$ cat src/core/dtr_pkg.sv
// Purpose: shared constants, types and decode for the dual reload timer
// Assumes: 32-bit apb data, one register per aligned word
// Notes:   all offsets are byte addresses
package dtr_pkg;

  // ---------------------------------------------------------------
  // clock and instruction-cycle rate
  // ---------------------------------------------------------------
  localparam int CLK_PERIOD_PS = 5000;
  localparam int TC_PERIOD_NS  = 1;
  localparam int TC_PERIOD_US  = TC_PERIOD_NS * 1000;
  localparam int TC_CYCLES     = TC_PERIOD_US * 1000 / CLK_PERIOD_PS;

  // ---------------------------------------------------------------
  // register map
  // ---------------------------------------------------------------
  localparam int          ADDR_W       = 8;
  localparam int          CNT_W        = 16;
  localparam int          CTRL_W       = 8;
  localparam logic [7:0]  OFS_CTRL     = 8'h00;
  localparam logic [7:0]  OFS_COUNT    = 8'h04;
  localparam logic [7:0]  OFS_RELOAD_A = 8'h08;
  localparam logic [7:0]  OFS_RELOAD_B = 8'h0c;
  localparam logic [7:0]  OFS_IRQ      = 8'h10;

  // control register fields, bit 7 down to bit 0
  localparam int BIT_MODE_HI = 7;
  localparam int BIT_MODE_LO = 5;
  localparam int BIT_RUN     = 4;
  localparam int BIT_PEND_A  = 3;
  localparam int BIT_EN_A    = 2;
  localparam int BIT_PEND_B  = 1;
  localparam int BIT_EN_B    = 0;

  localparam logic [CTRL_W-1:0] CTRL_RST  = 8'h00;
  localparam logic [CNT_W-1:0]  CNT_RST   = 16'h0000;
  localparam logic [CNT_W-1:0]  CNT_ZERO  = 16'h0000;
  localparam logic [CNT_W-1:0]  CNT_ONE   = 16'h0001;
  localparam logic [31:0]       DATA_ZERO = 32'h0000_0000;

  // mode select encodings
  localparam logic [2:0] MODE_PWM_TGL = 3'b101;
  localparam logic [1:0] MODE_PWM_HI2 = 2'b10;
  localparam logic [1:0] MODE_EVT_HI2 = 2'b00;

  typedef struct packed {
    logic pwm;
    logic toggle;
    logic evt;
    logic evt_fall;
    logic cap;
    logic cap_a_fall;
    logic cap_b_fall;
  } dtr_mode_s;

  typedef struct packed {
    logic level;
    logic rise;
    logic fall;
  } dtr_pin_s;

  function automatic dtr_mode_s dtr_decode(input logic [2:0] m);
    dtr_mode_s r;
    r.pwm        = (m[2:1] == MODE_PWM_HI2);
    r.toggle     = (m == MODE_PWM_TGL);
    r.evt        = (m[2:1] == MODE_EVT_HI2);
    r.evt_fall   = r.evt & m[0];
    r.cap        = m[1];
    r.cap_a_fall = m[0];
    r.cap_b_fall = m[2] | m[0];
    return r;
  endfunction

  function automatic logic dtr_edge(input dtr_pin_s p, input logic fall);
    return fall ? p.fall : p.rise;
  endfunction

endpackage

$ cat src/core/dtr_edge_sync.sv
// Purpose: three-stage synchroniser and edge detector for one pin
// Assumes: pin is asynchronous to pclk
// Notes:   a change counts once stages two and three agree
`timescale 1ns/1ps
module dtr_edge_sync
  import dtr_pkg::*;
(
  input  wire logic pclk,
  input  wire logic presetn,
  input  wire logic pin,
  output dtr_pin_s  pin_q
);

  logic s1_q;
  logic s2_q;
  logic s3_q;

  // first stage feeds only the second
  always_ff @(posedge pclk or negedge presetn) begin
    if (!presetn) begin
      s1_q <= 1'b0;
      s2_q <= 1'b0;
      s3_q <= 1'b0;
    end else begin
      s1_q <= pin;
      s2_q <= s1_q;
      s3_q <= s2_q;
    end
  end

  always_ff @(posedge pclk or negedge presetn) begin
    if (!presetn) begin
      pin_q <= '0;
    end else begin
      pin_q.rise <= 1'b0;
      pin_q.fall <= 1'b0;
      if (s2_q == s3_q && s3_q != pin_q.level) begin
        pin_q.level <= s3_q;
        pin_q.rise  <= s3_q;
        pin_q.fall  <= ~s3_q;
      end
    end
  end

endmodule

$ cat src/core/dtr_tick_div.sv
// Purpose: divides pclk down to a one-cycle instruction-cycle enable
// Assumes: single clock domain
// Notes:   tick_q is high for one pclk cycle every DIV cycles
`timescale 1ns/1ps
module dtr_tick_div
  import dtr_pkg::*;
#(
  parameter int DIV = TC_CYCLES
) (
  input  wire logic pclk,
  input  wire logic presetn,
  output logic      tick_q
);

  localparam logic [15:0] LAST = 16'(DIV - 1);

  logic [15:0] cnt_q;

  always_ff @(posedge pclk or negedge presetn) begin
    if (!presetn) begin
      cnt_q  <= 16'h0000;
      tick_q <= 1'b0;
    end else if (cnt_q == LAST) begin
      cnt_q  <= 16'h0000;
      tick_q <= 1'b1;
    end else begin
      cnt_q  <= cnt_q + 16'h0001;
      tick_q <= 1'b0;
    end
  end

endmodule

$ cat src/core/dtr_timer.sv
// Purpose: 16-bit timer with two reload/capture registers and two pins
// Assumes: apb slave, no wait states, pready registered from the setup cycle
// Notes:   pwm, external event counting and input capture modes
//
// Notes on behaviour
// - event mode counts edges of pin a, polarity from mode bits
// - event mode underflow sets pending a; irq a when enable a set
// - event mode rising edge on pin b sets pending b
// - event mode never drives pin a
// - capture mode: counter free-runs at tick rate, no reload
// - capture edge on pin a copies count to reg a; pin b to reg b
// - capture polarity set per pin by mode bits; pin a falling forces pin b falling
// - capture edges set pending a or b; irq needs its enable
// - capture mode underflow sets run bit as underflow pending
// - capture irq a is or of pending a and underflow pending
// - pwm and event modes count only while run bit is one
// - each enable flag passes its interrupt when one
// - mode 101 pwm toggling, 100 pwm quiet, 000/001 event counting
// - 010, 110, 011, 111 select capture edge polarities
// - pwm: first underflow reloads reg a, then b, a alternately
// - pwm reload from a sets pending a; from b sets pending b
// - control bits 7..0: mode 7..5, run, pend a, en a, pend b, en b
`timescale 1ns/1ps
module dtr_timer
  import dtr_pkg::*;
#(
  parameter int TC_DIV = TC_CYCLES
) (
  input  wire logic        pclk,
  input  wire logic        presetn,
  input  wire logic        psel,
  input  wire logic        penable,
  input  wire logic        pwrite,
  input  wire logic [7:0]  paddr,
  input  wire logic [31:0] pwdata,
  output logic      [31:0] prdata,
  output logic             pready,
  output logic             pslverr,
  input  wire logic        timer_pin_a_i,
  output logic             timer_pin_a_o,
  output logic             timer_pin_a_oe,
  input  wire logic        timer_pin_b_i,
  output logic             irq_a,
  output logic             irq_b
);

  // ---------------------------------------------------------------
  // state
  // ---------------------------------------------------------------
  logic [CTRL_W-1:0] ctrl_q;
  logic [CNT_W-1:0]  count_q;
  logic [CNT_W-1:0]  reload_capture_reg_a_q;
  logic [CNT_W-1:0]  reload_capture_reg_b_q;
  logic              next_from_a_q;
  logic              pin_a_level_q;

  logic              tick;
  dtr_pin_s          pin_a;
  dtr_pin_s          pin_b;
  dtr_mode_s         mode;

  // ---------------------------------------------------------------
  // instruction-cycle enable and pin synchronisers
  // ---------------------------------------------------------------
  dtr_tick_div #(
    .DIV     (TC_DIV)
  ) u_tick (
    .pclk    (pclk),
    .presetn (presetn),
    .tick_q  (tick)
  );

  dtr_edge_sync u_sync_a (
    .pclk    (pclk),
    .presetn (presetn),
    .pin     (timer_pin_a_i),
    .pin_q   (pin_a)
  );

  dtr_edge_sync u_sync_b (
    .pclk    (pclk),
    .presetn (presetn),
    .pin     (timer_pin_b_i),
    .pin_q   (pin_b)
  );

  // ---------------------------------------------------------------
  // mode decode and control field views
  // ---------------------------------------------------------------
  logic run_or_underflow_flag;
  logic pending_flag_a;
  logic irq_enable_a;
  logic pending_flag_b;
  logic irq_enable_b;

  always_comb begin
    mode                  = dtr_decode(ctrl_q[BIT_MODE_HI:BIT_MODE_LO]);
    run_or_underflow_flag = ctrl_q[BIT_RUN];
    pending_flag_a        = ctrl_q[BIT_PEND_A];
    irq_enable_a          = ctrl_q[BIT_EN_A];
    pending_flag_b        = ctrl_q[BIT_PEND_B];
    irq_enable_b          = ctrl_q[BIT_EN_B];
  end

  // ---------------------------------------------------------------
  // apb decode
  // ---------------------------------------------------------------
  logic setup;
  logic access_done;
  logic wr;
  logic wr_ctrl;
  logic wr_count;
  logic wr_ra;
  logic wr_rb;
  logic mapped;

  always_comb begin
    setup       = psel & ~penable;
    access_done = psel & penable & pready;
    wr          = access_done & pwrite;
    wr_ctrl     = wr & (paddr == OFS_CTRL);
    wr_count    = wr & (paddr == OFS_COUNT);
    wr_ra       = wr & (paddr == OFS_RELOAD_A);
    wr_rb       = wr & (paddr == OFS_RELOAD_B);
    mapped      = (paddr == OFS_CTRL)     | (paddr == OFS_COUNT) |
                  (paddr == OFS_RELOAD_A) | (paddr == OFS_RELOAD_B) |
                  (paddr == OFS_IRQ);
  end

  // ---------------------------------------------------------------
  // counting step and underflow
  // ---------------------------------------------------------------
  logic step;
  logic underflow;
  logic cap_a;
  logic cap_b;
  logic evt_b;
  logic reload_a;
  logic reload_b;

  always_comb begin
    step = 1'b0;
    if (mode.pwm) begin
      step = tick & run_or_underflow_flag;
    end else if (mode.evt) begin
      step = run_or_underflow_flag &
             dtr_edge(pin_a, mode.evt_fall);
    end else begin
      step = tick;
    end
    underflow = step & (count_q == CNT_ZERO);
    reload_a  = underflow & mode.pwm & next_from_a_q;
    reload_b  = underflow & mode.pwm & ~next_from_a_q;
    cap_a     = mode.cap & dtr_edge(pin_a, mode.cap_a_fall);
    cap_b     = mode.cap & dtr_edge(pin_b, mode.cap_b_fall);
    evt_b     = mode.evt & pin_b.rise;
  end

  // ---------------------------------------------------------------
  // main counter
  // ---------------------------------------------------------------
  always_ff @(posedge pclk or negedge presetn) begin
    if (!presetn) begin
      count_q <= CNT_RST;
    end else if (wr_count) begin
      count_q <= pwpdata_cnt(pwdata);
    end else if (reload_a) begin
      count_q <= reload_capture_reg_a_q;
    end else if (reload_b) begin
      count_q <= reload_capture_reg_b_q;
    end else if (underflow & mode.evt) begin
      count_q <= reload_capture_reg_a_q;
    end else if (step) begin
      // capture mode wraps from zero to all ones, no reload
      count_q <= count_q - CNT_ONE;
    end
  end

  function automatic logic [CNT_W-1:0] pwpdata_cnt(input logic [31:0] d);
    return d[CNT_W-1:0];
  endfunction

  // ---------------------------------------------------------------
  // reload alternation
  // ---------------------------------------------------------------
  // a change of mode or run bit restarts the sequence at register a,
  // so the first underflow after starting always reloads from a
  always_ff @(posedge pclk or negedge presetn) begin
    if (!presetn) begin
      next_from_a_q <= 1'b1;
    end else if (wr_ctrl &&
                 pwdata[BIT_MODE_HI:BIT_RUN] !=
                 ctrl_q[BIT_MODE_HI:BIT_RUN]) begin
      next_from_a_q <= 1'b1;
    end else if (reload_a | reload_b) begin
      next_from_a_q <= ~next_from_a_q;
    end
  end

  // ---------------------------------------------------------------
  // reload / capture registers
  // ---------------------------------------------------------------
  // a capture in the same cycle as a software write wins, so the
  // measured edge is never lost
  always_ff @(posedge pclk or negedge presetn) begin
    if (!presetn) begin
      reload_capture_reg_a_q <= CNT_RST;
    end else if (cap_a) begin
      reload_capture_reg_a_q <= count_q;
    end else if (wr_ra) begin
      reload_capture_reg_a_q <= pwdata[CNT_W-1:0];
    end
  end

  always_ff @(posedge pclk or negedge presetn) begin
    if (!presetn) begin
      reload_capture_reg_b_q <= CNT_RST;
    end else if (cap_b) begin
      reload_capture_reg_b_q <= count_q;
    end else if (wr_rb) begin
      reload_capture_reg_b_q <= pwdata[CNT_W-1:0];
    end
  end

  // ---------------------------------------------------------------
  // control register with hardware-set flags
  // ---------------------------------------------------------------
  logic set_a;
  logic set_b;
  logic set_uf;

  always_comb begin
    set_a  = reload_a | (underflow & mode.evt) | cap_a;
    set_b  = reload_b | evt_b | cap_b;
    set_uf = underflow & mode.cap;
  end

  // hardware sets win over a software clear in the same cycle;
  // nothing here ever clears a flag except a write
  always_ff @(posedge pclk or negedge presetn) begin
    if (!presetn) begin
      ctrl_q <= CTRL_RST;
    end else begin
      if (wr_ctrl) begin
        ctrl_q <= pwdata[CTRL_W-1:0];
      end
      if (set_a) begin
        ctrl_q[BIT_PEND_A] <= 1'b1;
      end
      if (set_b) begin
        ctrl_q[BIT_PEND_B] <= 1'b1;
      end
      if (set_uf) begin
        ctrl_q[BIT_RUN] <= 1'b1;
      end
    end
  end

  // ---------------------------------------------------------------
  // pin a output
  // ---------------------------------------------------------------
  always_ff @(posedge pclk or negedge presetn) begin
    if (!presetn) begin
      pin_a_level_q <= 1'b0;
    end else if (underflow & mode.toggle) begin
      pin_a_level_q <= ~pin_a_level_q;
    end
  end

  always_ff @(posedge pclk or negedge presetn) begin
    if (!presetn) begin
      timer_pin_a_o  <= 1'b0;
      timer_pin_a_oe <= 1'b0;
    end else begin
      timer_pin_a_o  <= pin_a_level_q;
      // only the toggling pwm mode drives the pin
      timer_pin_a_oe <= mode.toggle;
    end
  end

  // ---------------------------------------------------------------
  // interrupt requests
  // ---------------------------------------------------------------
  logic irq_a_d;
  logic irq_b_d;

  always_comb begin
    irq_a_d = irq_enable_a &
              (pending_flag_a |
               (mode.cap & run_or_underflow_flag));
    irq_b_d = irq_enable_b & pending_flag_b;
  end

  always_ff @(posedge pclk or negedge presetn) begin
    if (!presetn) begin
      irq_a <= 1'b0;
      irq_b <= 1'b0;
    end else begin
      irq_a <= irq_a_d;
      irq_b <= irq_b_d;
    end
  end

  // ---------------------------------------------------------------
  // apb answer
  // ---------------------------------------------------------------
  // read data are sampled in the setup cycle, one cycle before the
  // transfer completes; pready follows setup, so no access has a wait state
  logic [31:0] rdata_d;

  always_comb begin
    rdata_d = DATA_ZERO;
    unique case (paddr)
      OFS_CTRL:     rdata_d[CTRL_W-1:0] = ctrl_q;
      OFS_COUNT:    rdata_d[CNT_W-1:0]  = count_q;
      OFS_RELOAD_A: rdata_d[CNT_W-1:0]  = reload_capture_reg_a_q;
      OFS_RELOAD_B: rdata_d[CNT_W-1:0]  = reload_capture_reg_b_q;
      OFS_IRQ:      rdata_d[1:0]        = {irq_b, irq_a};
      default:      rdata_d             = DATA_ZERO;
    endcase
  end

  always_ff @(posedge pclk or negedge presetn) begin
    if (!presetn) begin
      pready  <= 1'b0;
      pslverr <= 1'b0;
      prdata  <= DATA_ZERO;
    end else begin
      pready  <= setup;
      pslverr <= setup & ~mapped;
      if (setup) begin
        prdata <= pwrite ? DATA_ZERO : rdata_d;
      end
    end
  end

endmodule

$ cat config.mk
export PLATFORM = sky130hd
export DESIGN_NAME = dtr_timer
export DESIGN_NICKNAME = d
export VERILOG_FILES = /design/src/core/dtr_pkg.sv /design/src/core/dtr_edge_sync.sv /design/src/core/dtr_tick_div.sv /design/src/core/dtr_timer.sv
export SDC_FILE = /design/constraint.sdc
export NUM_CORES = 1
export LEC_CHECK = 0
export ABC_CLOCK_PERIOD_IN_PS = 2600
export BUFFER_PORTS_ARGS = -buffer_cell sky130_fd_sc_hd__buf_2
export CAP_MARGIN = 20
export CORE_UTILIZATION = 58
export CTS_CLUSTER_SIZE = 30
export DETAILED_ROUTE_END_ITERATION = 8
export PLACE_DENSITY = 0.81
export SYNTH_ARGS = -nofsm -noshare
export SYNTH_HDL_FRONTEND = slang
export SYNTH_HIERARCHICAL = 1
export SYNTH_SLANG_ARGS = --single-unit
$ cat constraint.sdc
create_clock -name pclk -period 2.6 [get_ports pclk]
set_clock_uncertainty 0.05 [all_clocks]
set_input_delay 0.26 -clock pclk [delete_from_list [all_inputs] [get_ports pclk]]
set_output_delay 0.26 -clock pclk [all_outputs]
set_load 0.02 [all_outputs]
; After elaboration in Yosys (flattened, before gate mapping)
; Cells that the tools add are included.
[word_totals]
ff_bits = 125
output_inout_bits = 38
elab_cells = 127
[op_classes]
eq_ne = 12
n_addsub = 2
n_bitwise = 42
n_reduce_logical = 13
muxes = 28
[op_table]
columns = cell, n
row1 = $mux W16, 11
row2 = $and A1 B1 Y1, 25
row3 = $pmux W6 S4, 1
row4 = $pmux W8 S3, 1
row5 = $add A16 B1 Y16 const B, 1
row6 = $eq A16 B8 Y1 const B, 1
row7 = $eq A8 B4 Y1 const B, 2
row8 = $logic_not A16 Y1, 1
row9 = $sub A16 B1 Y16 const B, 1
row10 = $reduce_bool A2 Y1, 6
row11 = $mux W1, 11
row12 = $or A1 B1 Y1, 11
row13 = $pmux W2 S5, 1
row14 = $eq A8 B3 Y1 const B, 1
row15 = $eq A8 B5 Y1 const B, 1
row16 = $logic_not A8 Y1, 1
row17 = $not A1 Y1, 6
row18 = $mux W5, 1
row19 = $reduce_bool A5 Y1, 1
row20 = $mux W2, 2
row21 = $ne A4 B4 Y1, 1
row22 = $eq A3 B3 Y1 const B, 1
row23 = $logic_and A1 B1 Y1, 3
row24 = $eq A1 B1 Y1, 2
row25 = other kinds (3), 4

; Depth between registers and ports, before layout
[logic_depth]
depth_word = 12
mapped_depth = 8
mapped_depth_nobuf = 7

; By module
; Netlist, hierarchy kept.
[by_module_without_submodules]
columns = mod, area_per_inst_um2, instances, cells_each
row1 = dtr_timer, 4870.9, 1, 496
row2 = dtr_tick_div, 804.5, 1, 70
row3 = dtr_edge_sync, 178.9, 2, 9

; Worst setup path before layout
; No wires, ideal clock.
[synth_path]
kind = register to register
startpoint = register count_q[14]
endpoint = register count_q[1]
n_path_buf = 2
path_slack_ps = 349
setup_ps = 77
stages_incl_launch_ff = 7
arrival_ps = 2124
path_cell_list = dfrtp_1 -> clkbuf_1 -> or4_1 -> clkbuf_1 -> nor4_4 -> mux2_2 -> a21oi_1
[synth_via]
elab_chain_cells = 7
elab_cells_between_ends = 11
classes_between = mux: 4 / bitwise: 5 / reduce/logical: 2
[synth_rtl]
columns = item, line_no
row1 = start: declaration, dtr_timer.sv:51  ; logic [CNT_W-1:0] count_q;
row2 = start signal: assignment, dtr_timer.sv:166  ; count_q <= pwpdata_cnt(pwdata);
row3 = start signal: assignment, dtr_timer.sv:168  ; count_q <= reload_capture_reg_a_q;
row4 = start signal: assignment, dtr_timer.sv:170  ; count_q <= reload_capture_reg_b_q;
row5 = $logic_not A16 Y1 (*), dtr_timer.sv:151  ; underflow = step & (count_q == CNT_ZERO);
row6 = $and A1 B1 Y1 (*), dtr_timer.sv:151
row7 = $and A1 B1 Y1 (on tied branches), "dtr_timer.sv:171, dtr_timer.sv:152, dtr_timer.sv:153"
row8 = $mux W16 / $and A1 B1 Y1 (equally long branches), "dtr_timer.sv:171, dtr_timer.sv:153"
row9 = $mux W16, dtr_timer.sv:169  ; end else if (reload_b) begin
row10 = $mux W16, dtr_timer.sv:167  ; end else if (reload_a) begin
row11 = $mux W16, dtr_timer.sv:165  ; end else if (wr_count) begin
; Every way passes the cells marked *; elsewhere a longest branch is shown, timed or not.
; A chain may end at the register's enable or synchronous reset.

; Worst setup path in the final report
[layout_path]
startpoint = register ctrl_q[5]
endpoint = register count_q[2]
[layout_via]
elab_chain_cells = 11
elab_cells_between_ends = 15
classes_between = mux: 7 / bitwise: 7 / reduce/logical: 1
[layout_rtl]
columns = item, line_no
row1 = start: declaration, dtr_timer.sv:50  ; logic [CTRL_W-1:0] ctrl_q;
row2 = start signal: assignment, dtr_timer.sv:245  ; ctrl_q <= pwdata[CTRL_W-1:0];
row3 = $and A1 B1 Y1 (*), dtr_pkg.sv:67  ; r.evt_fall = r.evt & m[0];
row4 = $mux W1 (*), dtr_pkg.sv:75  ; return fall ? p.fall : p.rise;
row5 = $and A1 B1 Y1 (*), dtr_timer.sv:146  ; step = run_or_underflow_flag &
row6 = $mux W1 (*), dtr_timer.sv:145  ; end else if (mode.evt) begin
row7 = $mux W1 (*), dtr_timer.sv:143  ; if (mode.pwm) begin
row8 = $and A1 B1 Y1, dtr_timer.sv:151
row9 = $and A1 B1 Y1 (on tied branches), "dtr_timer.sv:171, dtr_timer.sv:152, dtr_timer.sv:153"
row10 = $mux W16 / $and A1 B1 Y1 (equally long branches), "dtr_timer.sv:171, dtr_timer.sv:153"
row11 = $mux W16, dtr_timer.sv:169
row12 = $mux W16, dtr_timer.sv:167
row13 = $mux W16, dtr_timer.sv:165
; Marks and branches as above.

==> flow_summary.rst <==
.. list-table::
   :header-rows: 1

   * - Metric
     - Value
   * - Critical Path Source Type
     - flop
   * - Cell type contributing the most total cell area after synthesis
     - sky130_fd_sc_hd__dfrtp_1
   * - Worst setup path class
     - flop to flop
   * - Area share of the largest cell type after synthesis
     - 44.8%
   * - Area of the die
     - 10800 um^2
   * - Setup slack, reg-to-reg
     - 0.19 ns
   * - Mean cell area of the mapped netlist
     - 10.3 um^2
   * - Clock H-tree levels
     - 3
   * - Worst rel slew slack
     - 53.6%
   * - Share of the clock period used by the worst path after layout
     - 92.5%
   * - Count of flip-flops with a built-in enable after synthesis
     - 0
   * - Final slew viol count
     - 0
   * - Max-Cap Viols
     - 0
   * - Leakage power
     - 3.09 nW
   * - Vertical extent of the die
     - 104 um
   * - Maximum buffer depth of the clock tree
     - 2
   * - Net count, final
     - 698
   * - Number of setup buffers added after CTS
     - 0
   * - Fraction of registers with async set or reset after synthesis
     - 100%
   * - Later-pin clock latency in the skew report
     - 0.39 ns
   * - Post-route ant nets
     - 0
   * - FP Rows
     - 36
   * - Startpoint of the worst register-to-register path
     - ctrl_q[5]
   * - Per-cell via count in the routed design
     - 6.19
   * - Pin count of the biggest net entering global routing
     - 50
   * - Distinct cell type count after synthesis
     - 66
   * - Core Area
     - 9910 um^2
   * - Worst Hold Path EP
     - ctrl_q[0]
   * - Commonest cells after routing, fill and taps aside
     - sky130_fd_sc_hd__dfrtp_1 (108), sky130_fd_sc_hd__nand2_1 (66), sky130_fd_sc_hd__o21ai_0 (54), sky130_fd_sc_hd__buf_2 (51)
   * - DIE WIDTH
     - 104 um
   * - Min-delay worst type
     - input pin to flop
   * - Inserted Clock Buffers
     - 9
   * - CP endpoint kind
     - flop
   * - Global-route track usage on met3
     - 5.14%
   * - Endpoint required time on the critical path
     - 2.83 ns
   * - CTS tree
     - done
   * - Actual slew at the worst max-slew pin
     - 0.696 ns
   * - Accumulated negative setup slack
     - 0 ns
   * - Worst-case reg-to-reg path depth
     - 6
   * - Drt first pass iters
     - 5
   * - Detailed-route via count
     - 4871
   * - Final RePlAce weighted congestion
     - 0.985
   * - GR peak layer
     - met2
   * - Vias in the first global route
     - 4991
   * - Cts-stage hold buffer count
     - 3
   * - Initial antenna violation count
     - 0
   * - Leading cell type in the layout, fill and taps excluded
     - sky130_fd_sc_hd__dfrtp_1
   * - Startpoint of the lowest-slack hold path
     - pwdata[0]
   * - Global-route wire length before repair
     - 25.1 mm
   * - DRT iter0 DRCs
     - 458
   * - Time the final worst path needs with I/O delays and setup
     - 2.41 ns
   * - PwrDens
     - 485 nW/um^2
   * - Clock tree sinks
     - 109
   * - Average wire per standard cell
     - 19.4 um
   * - Post-synthesis sequential area ratio
     - 45.2%
   * - CTS-repair resized insts
     - 0
   * - Prevailing post-synth register cell
     - sky130_fd_sc_hd__dfrtp_1
   * - Met1 Use GR
     - 37.4%
   * - Top fanout value on the critical path
     - 5
   * - Largest cells by area after synthesis
     - sky130_fd_sc_hd__dfrtp_1 (45%), sky130_fd_sc_hd__mux2i_1 (6.5%), sky130_fd_sc_hd__o21ai_0 (4.6%)
   * - Hold Violations, Final
     - 0
   * - Synthesized area
     - 6030 um^2
   * - Number of design rule violations left after detail routing
     - 0
   * - Run status
     - finished, final reports clean
   * - RSZ-0062 raised after global routing
     - false
   * - Total overflow reported by the global router
     - 0
   * - Detail Placement HPWL
     - 11.0 mm
   * - Yosys warning total
     - 6
   * - Final-layout fill cell count
     - 768
   * - Setup violation total in the final timing report
     - 0
   * - Global router's overall resource usage
     - 29.5%
   * - Worst Hold Path Cells
     - 2
   * - Flop and latch count out of synthesis
     - 109
   * - Synthesized instance count
     - 584
   * - Clock slew at the register clock pins of the worst setup and hold paths
     - 0.11 ns
   * - Layout-stage area growth over the synthesis result
     - 12.4%
   * - Initial core utilization
     - 60.9%
   * - Maximum resistive drop on vdd
     - 385 uV
   * - Proportion of layout cells with a drive suffix above 1
     - 26.1%
   * - Clock tree root driver cell
     - sky130_fd_sc_hd__clkbuf_8
   * - PortBufs
     - 52
   * - Final hold slack
     - 0.108 ns
   * - Fmax
     - 0.416 GHz
   * - WL final
     - 15.3 mm
   * - Count of pins on the block boundary
     - 85
   * - Met2 capacity usage during global routing
     - 49.6%
   * - Arr. time, crit path
     - 2.63 ns
   * - End of the worst register-to-register path
     - count_q[2]
   * - Count of inserted antenna diode cells
     - 0
[final cells by class]
type                       count  area (um^2)  share of cell area, %
clock buffer                   9          124                   1.83
tap                          133          166                   2.45
inverter                       8         30.0                  0.443
sequential                   109         2730                   40.2
clock inverter                 7         58.8                  0.867
timing repair buffer          95          618                   9.12
multi-input combinational    426         3050                   45.0
[per-stage QoR]
step	setup slack [ns]	cells	cell area [um^2]	power (W)	util [%]
2_1_floorplan	0.349	599	6090	0.00214	-
3_3_place_gp	0.213	768	6570	0.00230	66.3
3_5_place_dp	0.181	768	6570	0.00233	66.3
4_1_cts	0.226	787	6780	0.00330	68.4
5_1_grt	0.0903	787	6780	0.00341	68.4
6_report	0.195	787	6780	0.00329	68.4
[where the power goes]
part | switching [W] | internal (W) | leakage [nW]
clock | 0.000623 | 0.000360 | 0.0800
sequential | 0.0000691 | 0.00175 | 1.41
combinational | 0.000283 | 0.000206 | 1.60
[registers in the layout, summed over array words and instances (netlist names), 3 cells and up]
| name | count |
|---|---|
| reload_capture_reg_a_q | 16 |
| reload_capture_reg_b_q | 16 |
| u_sync_a/pin_q | 3 |
| prdata | 16 |
| u_sync_b/pin_q | 3 |
| u_tick/cnt_q | 16 |
| count_q | 16 |
| ctrl_q | 8 |
[worst max-delay path, cell delays in order (launching register included)]
cell	delay (ns)
sky130_fd_sc_hd__dfrtp_1	0.37
sky130_fd_sc_hd__mux2_2	0.38
sky130_fd_sc_hd__a32oi_1	0.61
sky130_fd_sc_hd__nand2_1	0.39
sky130_fd_sc_hd__buf_4	0.27
sky130_fd_sc_hd__o22ai_1	0.15
sky130_fd_sc_hd__a21oi_1	0.08
[cell usage after synthesis (4+ instances only)]
master,number
sky130_fd_sc_hd__mux2i_1,39
sky130_fd_sc_hd__a21oi_1,21
sky130_fd_sc_hd__xor2_1,15
sky130_fd_sc_hd__nand2_1,66
sky130_fd_sc_hd__nor4_2,6
sky130_fd_sc_hd__a22oi_1,12
sky130_fd_sc_hd__o21ai_0,55
sky130_fd_sc_hd__buf_2,7
sky130_fd_sc_hd__clkbuf_1,27
sky130_fd_sc_hd__o22ai_1,12
sky130_fd_sc_hd__mux4_2,8
sky130_fd_sc_hd__nor2_1,19
sky130_fd_sc_hd__or3_1,4
sky130_fd_sc_hd__nand4_1,5
sky130_fd_sc_hd__dfrtp_1,108
sky130_fd_sc_hd__inv_1,8
sky130_fd_sc_hd__buf_1,5
sky130_fd_sc_hd__a22o_1,6
sky130_fd_sc_hd__or4_1,5
sky130_fd_sc_hd__buf_4,16
sky130_fd_sc_hd__a31oi_1,7
sky130_fd_sc_hd__mux2_2,20
sky130_fd_sc_hd__nor2b_1,9
sky130_fd_sc_hd__nor3b_1,4
sky130_fd_sc_hd__nor4_1,6
sky130_fd_sc_hd__mux2_4,5
sky130_fd_sc_hd__nand3_1,7
sky130_fd_sc_hd__nor3_1,9
sky130_fd_sc_hd__xnor2_1,13
[worst max path at each step]
stage,startpoint,endpoint,slack [ns]
after floorplan,count_q[14],count_q[1],0.35
after global placement,paddr[0],ctrl_q[1],0.21
after detailed placement,paddr[0],count_q[2],0.18
after CTS,count_q[14],count_q[8],0.23
after global routing,ctrl_q[5],count_q[12],0.09
final,ctrl_q[5],count_q[2],0.19
[routing by layer]
metal  vias up  wire length [um]
met2       207              7620
met4         0               362
met5         -                 0
li1       2212                 -
met1      2415              6330
met3        37               965
[logic make-up (layout without fill, tap and decap cells)]
group	count (synthesis)	in the layout	synth area share [%]
AO/OA/AOI/OAI	135	135	13.6
AND/OR/NAND/NOR	171	171	16.6
flip-flops	109	109	45.2
buffers and inverters	64	119	5.25
multiplexers	72	72	14.4
adder cells (fa/ha/maj)	4	4	0.788
XOR/XNOR	28	28	4.06
other	1	16	0.0622
(Power assumes the default switching activity.)
